--- src/verilog/flr_pkg.sv ---
// Constants and types shared by the lockout recovery test port and its erase timer.
`default_nettype none
package flr_pkg;
  localparam int unsigned IR_W = 4;
  localparam int unsigned DR_W = 7;
  localparam int unsigned DIV_W = 6;
  localparam int unsigned PRESC_BIT = 6;
  localparam int unsigned DIV_MSB = 5;
  localparam logic [IR_W-1:0] IR_RECOVERY = 4'hB;
  localparam logic [IR_W-1:0] IR_BYPASS = 4'hF;
  localparam logic [IR_W-1:0] IR_CAPTURE = 4'h1;
  localparam logic [DR_W-1:0] DIVIDER_RST = 7'h00;
  localparam logic [11:0] OFS_DIVIDER = 12'h000;
  localparam logic [11:0] OFS_STATUS = 12'h004;
  localparam logic [11:0] OFS_CTRL = 12'h008;
  localparam logic [11:0] OFS_KEY = 12'h00C;
  localparam int unsigned ST_SECURE = 0;
  localparam int unsigned ST_ERASING = 1;
  localparam int unsigned ST_DONE = 2;
  localparam int unsigned ST_ARMED = 3;
  localparam int unsigned CTRL_KEY_EN = 0;
  localparam int unsigned PIN_TCK = 0;
  localparam int unsigned PIN_TMS = 1;
  localparam int unsigned PIN_TDI = 2;
  localparam int unsigned PIN_TRST_N = 3;
  localparam logic [3:0] PIN_RST = 4'h2;
  localparam logic [2:0] PRE8_LAST = 3'h7;
  localparam int unsigned TICK_W = 16;
  localparam logic [TICK_W-1:0] ERASE_TICKS_DEF = 16'h03E8;
  typedef enum logic [15:0] {
    TAP_RESET = 16'h0001,
    TAP_RTI = 16'h0002,
    TAP_SEL_DR = 16'h0004,
    TAP_CAP_DR = 16'h0008,
    TAP_SH_DR = 16'h0010,
    TAP_EX1_DR = 16'h0020,
    TAP_PAU_DR = 16'h0040,
    TAP_EX2_DR = 16'h0080,
    TAP_UPD_DR = 16'h0100,
    TAP_SEL_IR = 16'h0200,
    TAP_CAP_IR = 16'h0400,
    TAP_SH_IR = 16'h0800,
    TAP_EX1_IR = 16'h1000,
    TAP_PAU_IR = 16'h2000,
    TAP_EX2_IR = 16'h4000,
    TAP_UPD_IR = 16'h8000
  } flr_tap_t;
endpackage
`default_nettype wire

--- src/verilog/flr_tmr_if.sv ---
// Link between the recovery controller and the erase timer.
`default_nettype none
interface flr_tmr_if;
  logic start;
  logic prescale_by_eight;
  logic [flr_pkg::DIV_W-1:0] div;
  logic busy;
  logic done;
  modport ctl (output start, output prescale_by_eight, output div, input busy, input done);
  modport tmr (input start, input prescale_by_eight, input div, output busy, output done);
endinterface
`default_nettype wire

--- src/verilog/flr_erase_timer.sv ---
// Erase timing clock divider and mass erase duration counter.
`default_nettype none
module flr_erase_timer #(
  parameter logic [flr_pkg::TICK_W-1:0] ERASE_TICKS = flr_pkg::ERASE_TICKS_DEF
) (
  input wire logic pclk,
  input wire logic presetn,
  flr_tmr_if.tmr bus
);
  logic half_r;
  logic [2:0] pre_r;
  logic [flr_pkg::DIV_W-1:0] dcnt_r;
  logic [flr_pkg::TICK_W-1:0] ticks_r;
  logic busy_r;
  logic done_r;
  logic en_in;
  logic tick;

  // The flash input clock is the system clock over two; the optional prescale adds a further eight.
  assign en_in = bus.prescale_by_eight ? (half_r && pre_r == flr_pkg::PRE8_LAST) : half_r;
  assign tick = busy_r && en_in && dcnt_r == bus.div;

  always_ff @(posedge pclk or negedge presetn) begin
    if (!presetn) begin
      half_r <= 1'b0;
      pre_r <= 3'h0;
    end else begin
      half_r <= ~half_r;
      if (half_r) begin
        pre_r <= pre_r + 3'h1;
      end
    end
  end

  always_ff @(posedge pclk or negedge presetn) begin
    if (!presetn) begin
      dcnt_r <= 6'h00;
    end else if (!busy_r) begin
      dcnt_r <= 6'h00;
    end else if (en_in) begin
      dcnt_r <= (dcnt_r == bus.div) ? 6'h00 : dcnt_r + 6'h01;
    end
  end

  always_ff @(posedge pclk or negedge presetn) begin
    if (!presetn) begin
      busy_r <= 1'b0;
      done_r <= 1'b0;
      ticks_r <= 16'h0000;
    end else begin
      done_r <= 1'b0;
      if (bus.start && !busy_r) begin
        busy_r <= 1'b1;
        ticks_r <= 16'h0000;
      end else if (tick) begin
        ticks_r <= ticks_r + 16'h0001;
        if (ticks_r == ERASE_TICKS - 16'h0001) begin
          busy_r <= 1'b0;
          done_r <= 1'b1;
        end
      end
    end
  end

  assign bus.busy = busy_r;
  assign bus.done = done_r;
endmodule
`default_nettype wire

--- src/verilog/flr_recovery_tap.sv ---
// Flash lockout recovery test port with APB register slave and security state.
// Functional notes
// - A recovery run mass-erases all flash and thereby drops flash security.
// - The recovery instruction selects a seven-bit divider data register.
// - During recovery the test-port divider replaces the software flash divider.
// - Bit 6 drives divide-by-eight prescale, bits 5..0 the divide field.
// - After data update, entering Run-Test/Idle starts the erase.
// - Backdoor key unsecures only while backdoor key enable is set.
// - Debug read disable is loaded at reset from the flash security bytes.
//
// Design decisions made here: the APB slave port and the register offsets.
`default_nettype none
module flr_recovery_tap #(
  parameter logic [flr_pkg::TICK_W-1:0] ERASE_TICKS = flr_pkg::ERASE_TICKS_DEF
) (
  input wire logic pclk,
  input wire logic presetn,
  input wire logic psel,
  input wire logic penable,
  input wire logic pwrite,
  input wire logic [11:0] paddr,
  input wire logic [31:0] pwdata,
  output logic [31:0] prdata,
  output logic pready,
  output logic pslverr,
  input wire logic tck,
  input wire logic tms,
  input wire logic tdi,
  input wire logic trst_n,
  output logic tdo,
  output logic tdo_oe,
  input wire logic flash_secure_in,
  input wire logic [31:0] backdoor_key_in,
  output logic flash_mass_erase,
  output logic [flr_pkg::DR_W-1:0] erase_timing_divider_value,
  output logic debug_read_disable,
  output logic recovery_done
);
  logic [3:0] s1_r, s2_r, s3_r, pin_r, pin_in;
  logic tck_prev_r;
  logic tck_rise, tck_fall, tap_rst;
  flr_pkg::flr_tap_t tap_r, tap_nxt;
  logic [flr_pkg::IR_W-1:0] ir_r, ir_sh_r;
  logic [flr_pkg::DR_W-1:0] dr_r, dr_sh_r;
  logic byp_r, armed_r, started_r, rec_active_r, start_r;
  logic [flr_pkg::DR_W-1:0] divider_r, div_eff_r;
  logic key_en_r, secure_r, cap_pending_r, done_r, dbg_r, tdo_r, tdo_oe_r;
  logic [31:0] prdata_r;
  logic pready_r, pslverr_r, mapped, apb_wr, key_unlock;
  flr_tmr_if tmr ();

  assign pin_in = {trst_n, tdi, tms, tck};

  // Pins are asynchronous to pclk; a level is accepted only once the last two stages agree.
  generate
    for (genvar i = 0; i < 4; i++) begin : g_sync
      always_ff @(posedge pclk or negedge presetn) begin
        if (!presetn) begin
          s1_r[i] <= flr_pkg::PIN_RST[i];
          s2_r[i] <= flr_pkg::PIN_RST[i];
          s3_r[i] <= flr_pkg::PIN_RST[i];
          pin_r[i] <= flr_pkg::PIN_RST[i];
        end else begin
          s1_r[i] <= pin_in[i];
          s2_r[i] <= s1_r[i];
          s3_r[i] <= s2_r[i];
          if (s2_r[i] == s3_r[i]) begin
            pin_r[i] <= s3_r[i];
          end
        end
      end
    end
  endgenerate

  always_ff @(posedge pclk or negedge presetn) begin
    if (!presetn) begin
      tck_prev_r <= 1'b0;
    end else begin
      tck_prev_r <= pin_r[flr_pkg::PIN_TCK];
    end
  end

  assign tck_rise = pin_r[flr_pkg::PIN_TCK] && !tck_prev_r;
  assign tck_fall = !pin_r[flr_pkg::PIN_TCK] && tck_prev_r;
  assign tap_rst = !pin_r[flr_pkg::PIN_TRST_N];

  always_comb begin
    tap_nxt = tap_r;
    unique case (tap_r)
      flr_pkg::TAP_RESET: tap_nxt = pin_r[flr_pkg::PIN_TMS] ? flr_pkg::TAP_RESET : flr_pkg::TAP_RTI;
      flr_pkg::TAP_RTI: tap_nxt = pin_r[flr_pkg::PIN_TMS] ? flr_pkg::TAP_SEL_DR : flr_pkg::TAP_RTI;
      flr_pkg::TAP_SEL_DR: tap_nxt = pin_r[flr_pkg::PIN_TMS] ? flr_pkg::TAP_SEL_IR : flr_pkg::TAP_CAP_DR;
      flr_pkg::TAP_CAP_DR: tap_nxt = pin_r[flr_pkg::PIN_TMS] ? flr_pkg::TAP_EX1_DR : flr_pkg::TAP_SH_DR;
      flr_pkg::TAP_SH_DR: tap_nxt = pin_r[flr_pkg::PIN_TMS] ? flr_pkg::TAP_EX1_DR : flr_pkg::TAP_SH_DR;
      flr_pkg::TAP_EX1_DR: tap_nxt = pin_r[flr_pkg::PIN_TMS] ? flr_pkg::TAP_UPD_DR : flr_pkg::TAP_PAU_DR;
      flr_pkg::TAP_PAU_DR: tap_nxt = pin_r[flr_pkg::PIN_TMS] ? flr_pkg::TAP_EX2_DR : flr_pkg::TAP_PAU_DR;
      flr_pkg::TAP_EX2_DR: tap_nxt = pin_r[flr_pkg::PIN_TMS] ? flr_pkg::TAP_UPD_DR : flr_pkg::TAP_SH_DR;
      flr_pkg::TAP_UPD_DR: tap_nxt = pin_r[flr_pkg::PIN_TMS] ? flr_pkg::TAP_SEL_DR : flr_pkg::TAP_RTI;
      flr_pkg::TAP_SEL_IR: tap_nxt = pin_r[flr_pkg::PIN_TMS] ? flr_pkg::TAP_RESET : flr_pkg::TAP_CAP_IR;
      flr_pkg::TAP_CAP_IR: tap_nxt = pin_r[flr_pkg::PIN_TMS] ? flr_pkg::TAP_EX1_IR : flr_pkg::TAP_SH_IR;
      flr_pkg::TAP_SH_IR: tap_nxt = pin_r[flr_pkg::PIN_TMS] ? flr_pkg::TAP_EX1_IR : flr_pkg::TAP_SH_IR;
      flr_pkg::TAP_EX1_IR: tap_nxt = pin_r[flr_pkg::PIN_TMS] ? flr_pkg::TAP_UPD_IR : flr_pkg::TAP_PAU_IR;
      flr_pkg::TAP_PAU_IR: tap_nxt = pin_r[flr_pkg::PIN_TMS] ? flr_pkg::TAP_EX2_IR : flr_pkg::TAP_PAU_IR;
      flr_pkg::TAP_EX2_IR: tap_nxt = pin_r[flr_pkg::PIN_TMS] ? flr_pkg::TAP_UPD_IR : flr_pkg::TAP_SH_IR;
      flr_pkg::TAP_UPD_IR: tap_nxt = pin_r[flr_pkg::PIN_TMS] ? flr_pkg::TAP_SEL_DR : flr_pkg::TAP_RTI;
      default: tap_nxt = flr_pkg::TAP_RESET;
    endcase
  end

  always_ff @(posedge pclk or negedge presetn) begin
    if (!presetn) begin
      tap_r <= flr_pkg::TAP_RESET;
    end else if (tap_rst) begin
      tap_r <= flr_pkg::TAP_RESET;
    end else if (tck_rise) begin
      tap_r <= tap_nxt;
    end
  end

  always_ff @(posedge pclk or negedge presetn) begin
    if (!presetn) begin
      ir_sh_r <= flr_pkg::IR_CAPTURE;
      ir_r <= flr_pkg::IR_BYPASS;
    end else if (tap_rst || tap_r == flr_pkg::TAP_RESET) begin
      ir_r <= flr_pkg::IR_BYPASS;
    end else if (tck_rise) begin
      if (tap_r == flr_pkg::TAP_CAP_IR) begin
        ir_sh_r <= flr_pkg::IR_CAPTURE;
      end else if (tap_r == flr_pkg::TAP_SH_IR) begin
        ir_sh_r <= {pin_r[flr_pkg::PIN_TDI], ir_sh_r[flr_pkg::IR_W-1:1]};
      end else if (tap_r == flr_pkg::TAP_UPD_IR) begin
        ir_r <= ir_sh_r;
      end
    end
  end

  // The divider register sits in the scan path only while the recovery instruction is current.
  always_ff @(posedge pclk or negedge presetn) begin
    if (!presetn) begin
      dr_sh_r <= flr_pkg::DIVIDER_RST;
      dr_r <= flr_pkg::DIVIDER_RST;
      byp_r <= 1'b0;
    end else if (tck_rise) begin
      if (ir_r == flr_pkg::IR_RECOVERY) begin
        if (tap_r == flr_pkg::TAP_CAP_DR) begin
          dr_sh_r <= dr_r;
        end else if (tap_r == flr_pkg::TAP_SH_DR) begin
          dr_sh_r <= {pin_r[flr_pkg::PIN_TDI], dr_sh_r[flr_pkg::DR_W-1:1]};
        end else if (tap_r == flr_pkg::TAP_UPD_DR) begin
          dr_r <= dr_sh_r;
        end
      end else if (tap_r == flr_pkg::TAP_CAP_DR) begin
        byp_r <= 1'b0;
      end else if (tap_r == flr_pkg::TAP_SH_DR) begin
        byp_r <= pin_r[flr_pkg::PIN_TDI];
      end
    end
  end

  always_ff @(posedge pclk or negedge presetn) begin
    if (!presetn) begin
      tdo_r <= 1'b0;
      tdo_oe_r <= 1'b0;
    end else if (tck_fall) begin
      tdo_oe_r <= tap_r == flr_pkg::TAP_SH_IR || tap_r == flr_pkg::TAP_SH_DR;
      if (tap_r == flr_pkg::TAP_SH_IR) begin
        tdo_r <= ir_sh_r[0];
      end else if (ir_r == flr_pkg::IR_RECOVERY) begin
        tdo_r <= dr_sh_r[0];
      end else begin
        tdo_r <= byp_r;
      end
    end
  end

  // Arming needs a data update under the recovery instruction; the value itself is the host's duty.
  always_ff @(posedge pclk or negedge presetn) begin
    if (!presetn) begin
      armed_r <= 1'b0;
      started_r <= 1'b0;
      start_r <= 1'b0;
    end else begin
      start_r <= 1'b0;
      if (tap_rst || tap_r == flr_pkg::TAP_RESET) begin
        armed_r <= 1'b0;
        started_r <= 1'b0;
      end else if (tck_rise && tap_r == flr_pkg::TAP_UPD_DR && ir_r == flr_pkg::IR_RECOVERY) begin
        armed_r <= 1'b1;
      end else if (armed_r && !started_r && tap_r == flr_pkg::TAP_RTI) begin
        started_r <= 1'b1;
        start_r <= 1'b1;
      end
    end
  end

  // Once started the erase runs to its end; leaving Run-Test/Idle early is not defended against.
  always_ff @(posedge pclk or negedge presetn) begin
    if (!presetn) begin
      rec_active_r <= 1'b0;
      div_eff_r <= flr_pkg::DIVIDER_RST;
    end else begin
      if (start_r) begin
        rec_active_r <= 1'b1;
      end else if (tmr.done) begin
        rec_active_r <= 1'b0;
      end
      div_eff_r <= (rec_active_r || start_r) ? dr_r : divider_r;
    end
  end

  assign tmr.start = start_r;
  assign tmr.prescale_by_eight = div_eff_r[flr_pkg::PRESC_BIT];
  assign tmr.div = div_eff_r[flr_pkg::DIV_MSB:0];

  flr_erase_timer #(.ERASE_TICKS(ERASE_TICKS)) u_timer (
    .pclk(pclk),
    .presetn(presetn),
    .bus(tmr)
  );

  assign mapped = paddr == flr_pkg::OFS_DIVIDER || paddr == flr_pkg::OFS_STATUS ||
                  paddr == flr_pkg::OFS_CTRL || paddr == flr_pkg::OFS_KEY;
  assign apb_wr = psel && penable && pready_r && pwrite && mapped;
  assign key_unlock = apb_wr && paddr == flr_pkg::OFS_KEY && key_en_r && pwdata == backdoor_key_in;

  // Security is caught one cycle after reset release, since an async reset may only load constants.
  always_ff @(posedge pclk or negedge presetn) begin
    if (!presetn) begin
      cap_pending_r <= 1'b1;
      secure_r <= 1'b1;
      done_r <= 1'b0;
      dbg_r <= 1'b1;
    end else begin
      cap_pending_r <= 1'b0;
      if (cap_pending_r) begin
        secure_r <= flash_secure_in;
      end else if (tmr.done || key_unlock) begin
        secure_r <= 1'b0;
      end
      if (tmr.done) begin
        done_r <= 1'b1;
      end
      dbg_r <= cap_pending_r ? flash_secure_in : (secure_r && !tmr.done && !key_unlock);
    end
  end

  always_ff @(posedge pclk or negedge presetn) begin
    if (!presetn) begin
      divider_r <= flr_pkg::DIVIDER_RST;
      key_en_r <= 1'b0;
    end else if (apb_wr && paddr == flr_pkg::OFS_DIVIDER) begin
      divider_r <= pwdata[flr_pkg::DR_W-1:0];
    end else if (apb_wr && paddr == flr_pkg::OFS_CTRL) begin
      key_en_r <= pwdata[flr_pkg::CTRL_KEY_EN];
    end
  end

  // Zero wait states: the setup cycle prepares the answer and the access cycle completes.
  always_ff @(posedge pclk or negedge presetn) begin
    if (!presetn) begin
      pready_r <= 1'b0;
      pslverr_r <= 1'b0;
      prdata_r <= 32'h0000_0000;
    end else begin
      pready_r <= psel && !penable;
      pslverr_r <= psel && !penable && !mapped;
      prdata_r <= 32'h0000_0000;
      if (psel && !penable && !pwrite) begin
        unique case (paddr)
          flr_pkg::OFS_DIVIDER: prdata_r[flr_pkg::DR_W-1:0] <= divider_r;
          flr_pkg::OFS_STATUS: prdata_r[3:0] <= {armed_r, done_r, tmr.busy, secure_r};
          flr_pkg::OFS_CTRL: prdata_r[flr_pkg::CTRL_KEY_EN] <= key_en_r;
          default: prdata_r <= 32'h0000_0000;
        endcase
      end
    end
  end

  assign prdata = prdata_r;
  assign pready = pready_r;
  assign pslverr = pslverr_r;
  assign tdo = tdo_r;
  assign tdo_oe = tdo_oe_r;
  assign flash_mass_erase = rec_active_r;
  assign erase_timing_divider_value = div_eff_r;
  assign debug_read_disable = dbg_r;
  assign recovery_done = done_r;
endmodule
`default_nettype wire

--- config.mk ---
export PLATFORM = sky130hd
export DESIGN_NAME = flr_recovery_tap
export DESIGN_NICKNAME = d
export VERILOG_FILES = /design/src/verilog/flr_pkg.sv /design/src/verilog/flr_tmr_if.sv /design/src/verilog/flr_erase_timer.sv /design/src/verilog/flr_recovery_tap.sv
export SDC_FILE = /design/constraint.sdc
export NUM_CORES = 1
export LEC_CHECK = 0
export BUFFER_PORTS_ARGS = -buffer_cell sky130_fd_sc_hd__buf_2
export CORE_ASPECT_RATIO = 0.5
export CORE_UTILIZATION = 30
export CTS_BUF_LIST = sky130_fd_sc_hd__clkbuf_8
export CTS_CLUSTER_SIZE = 25
export DETAILED_ROUTE_END_ITERATION = 10
export GPL_TIMING_DRIVEN = 0
export HOLD_SLACK_MARGIN = 0.08
export PLACE_DENSITY = 0.57
export RECOVER_POWER = 100
export SYNTH_ARGS = -nofsm -noshare
export SYNTH_HDL_FRONTEND = slang
export SYNTH_SLANG_ARGS = --single-unit
export TNS_END_PERCENT = 1
--- constraint.sdc ---
create_clock -name pclk -period 4 [get_ports pclk]
set_clock_uncertainty 0.1 [all_clocks]
set_input_delay 0.4 -clock pclk [delete_from_list [all_inputs] [get_ports pclk]]
set_output_delay 0.4 -clock pclk [all_outputs]
set_load 0.02 [all_outputs]
==> summary.md <==
| Metric | Value |
|---|---|
| Peak VDD IR | 0.182 mV |
| Post CTS Setup Buffer Count | 0 |
| Worst hold-check path type | in2reg |
| Total power | 2.55 mW |
| DR vias | 4622 |
| Mapped cell area | 0.00601 mm^2 |
| Leak | 3.44 nW |
| Fin util | 37.5% |
| Num CTS Buffers | 17 |
| DIE AREA | 0.0206 mm^2 |
| Ys async rst share | 100% |
| Vias per Instance | 4.64 |
| Starting DRT DRC Count | 226 |
| Initial antenna violation count | 0 |
| Setup violators final | 0 |
| Maximum number of pins on one net before global-route repair | 86 |
| Initial DRT Pass Iterations | 7 |
| Status | finished with violations |
| Synthesized instance count | 561 |
| Die width | 202 um |
| Die Y-Extent | 102 um |
| RSZ-0062 raised after global routing | false |
| Layout cells sized above 1 | 26.7% |
| Setup TNS | 0 ps |
| Crit path arrival time | 3370 ps |
| Post-synth EDFFs | 0 |
| RD Place Congestion | 0.865 |
| # diodes | 0 |
| Failing checks | DRC, capacitance limit, slew limit |
| CP Capture Type | flip-flop |
| Slowest-stage cell, CP | nor4_1 |
| Core Footprint | 0.0195 mm^2 |
| Critical path type | reg2reg |
| Period utilisation layout | 78.7% |
| Largest stage delay on the critical path | 1010 ps |
| FMAX | 318 MHz |
| Setup crit start kind | flip-flop |
| Global Route Usage Sum | 13.6% |
| WP data required | 4220 ps |
| First-pass GRT wire length | 22.3 mm |
| Register area share after synthesis | 49.4% |
| Vias in the first global route | 4418 |
| Initial core utilization | 30.7% |
| DRC viols | 1 |
| Global route overflow | 0 |
| Clock Path Buffers | 2 |
| Routed wire length | 13.2 mm |
| H-Tree Level Count | 4 |
| Final Hold Violating Endpoints | 0 |
| Slew HR | -31.1% |
| Yosys reg bits | 118 |
| Root Driver | clkbuf_8 |
| IO Count | 132 |
| Placed cell count | 959 |
| Main synth FF type | dfrtp_1 |
| Clock Latency Late Sink | 440 ps |
| Worst Path Max Fanout | 7 |
| Cell Rows | 36 |
| Final nets | 807 |
| Fin worst setup slack | 852 ps |
| WL/cell | 13.2 um |
| CTS clk-pin slew, worst paths | 90 ps |
| Distinct cells, synth | 63 |
| CTS Sinks | 118 |
| Mean area per synthesized cell | 10.7 um^2 |
| Slew Viols, Final | 34 |
| HPWL Detailed | 9.64 mm |
| Pwr per Cell Area | 347 mW/mm^2 |
| Worst slew pin tran | 1970 ps |
| Pre-CTS WS | 1390 ps |
| Fin crit period | 3150 ps |
| Synthesis-to-layout area growth | 22.1% |
| Post-Layout Cell Count | 996 |
| Yosys Warn Count | 0 |
| IO buf count | 106 |
| Max_cap viols | 1 |
| Final ANT Viol Nets | 0 |
| CTS tree | done |
| Critical Path, Cell by Cell | clkbuf_1 -> nor4_1 -> nand2_1 -> nor4_1 -> mux2i_1 -> nand2_1 |
==> through the flow <==
stage	cell area, um^2	hold slack, ps
floorplan	6100	4.41
global placement	6970	233
detailed placement	7000	221
CTS	7430	85.7
global route	7340	93.8
finish	7340	113
==> repair_timing <==
item / in CTS / in global routing
endpoints found under the hold margin: 37 / 0
hold buffers: 5 / 0
resized for setup: 0 / 0
==> cell usage in the layout, fill, tap and decap left out, types with 8 or more instances in the layout <==
cell type  instances
a21oi_1           24
buf_2             87
buf_4             27
clkbuf_1          34
clkbuf_8          17
conb_1            26
dfrtp_1          105
dfstp_2           11
inv_1             10
mux2_2            24
mux2i_1           17
nand2_1           48
nand2b_1           8
nand3_1           20
nand4_1           10
nor2_1            37
nor3_1            12
nor4_1            18
o21ai_0           30
xnor2_1           14
xor2_1            36
==> area by class of cell <==
class                      count  area [um^2]
buffer                        43          274
inverter                      10         37.5
multi-input combinational    415         2770
timing repair buffer         112          581
tap                          266          333
fill                        1973        12200
clock inverter                15          145
sequential                   118         2970
clock buffer                  17          234
==> flip-flops by register name, indices dropped and copies added, names as in the netlist, 3 cells and up <==
register / flops
divider_r: 7
dr_r: 7
dr_sh_r: 7
erase_timing_divider_value: 7
ir_r: 4
ir_sh_r: 4
pin_r: 4
prdata: 7
s1_r: 4
s2_r: 4
s3_r: 4
tap_r: 16
u_timer.dcnt_r: 6
u_timer.pre_r: 3
u_timer.ticks_r: 16
==> per-layer routing <==
| layer | part of all wire (%) | vias up | track usage, % |
|---|---|---|---|
| met5 | 0 | - | 0 |
| met4 | 1.2 | 0 | 5.09 |
| met3 | 4.9 | 12 | 3.79 |
| met2 | 45 | 128 | 21.4 |
| met1 | 49 | 2206 | 18.1 |
| li1 | - | 2276 | - |
==> logic make-up (layout without fill, tap and decap cells) <==
logic type,count (synthesis),after routing,share of synthesized area (%)
compound gates,83,83,8.83
fa+ha+maj,8,8,1.50
mux,42,42,7.52
simple gates,206,206,20.1
other cells,1,26,0.0624
buf+inv,53,197,5.31
xor+xnor,50,50,7.29
flops,118,118,49.4
==> report_power, final <==
| group | switching [mW] | internal [mW] |
|---|---|---|
| Sequential | 0.0179 | 1.22 |
| Clock | 0.544 | 0.505 |
| Combinational | 0.157 | 0.108 |
| Total | 0.718 | 1.83 |
==> worst paths after layout <==
path | end | startpoint | slack [ps] | cells past startpoint
worst max-delay path | ir_r[2] | tap_r[8] | 850 | 6
worst min-delay path | secure_r | flash_secure_in | 110 | 3
worst max register to register | ir_r[2] | tap_r[8] | 850 | 6
worst min register to register | s2_r[2] | s1_r[2] | 250 | 0
max in group asynchronous | debug_read_disable | presetn | 1620 | 3
min in group asynchronous | pin_r[3] | presetn | 970 | 2
==> critical path: cells and delay by family (launching register included) <==
family / cells / cell delay (ps)
multiplexers: 1 / 270
flip-flops: 1 / 370
buffers and inverters: 1 / 190
AND/OR/NAND/NOR: 4 / 2120
==> Yosys cell counts (all sizes together) (3+ instances only) <==
cell type,n,area share [%]
dfrtp,105,44
nand2,48,3.0
nor2,37,2.3
xor2,36,5.2
buf,32,4.0
o21ai,30,2.5
a21oi,26,2.3
mux2,25,4.7
nor4,21,3.5
nand3,20,1.7
mux2i,17,2.8
xnor2,14,2.0
dfstp,13,5.7
nor3,12,1.0
clkbuf,11,0.69
inv,10,0.62
nand4,10,1.1
nand2b,8,0.83
or3,8,0.85
or4,7,0.94
nor3b,6,0.75
nor4b,5,0.73
a21o,4,0.50
ha,4,0.83
maj3,4,0.67
nand4b,4,0.69
a22o,3,0.46
a32o,3,0.50
and3,3,0.31
nor2b,3,0.31
o21bai,3,0.37
o31ai,3,0.37
or2,3,0.31
Note: power is estimated with default switching activity, not from simulation.
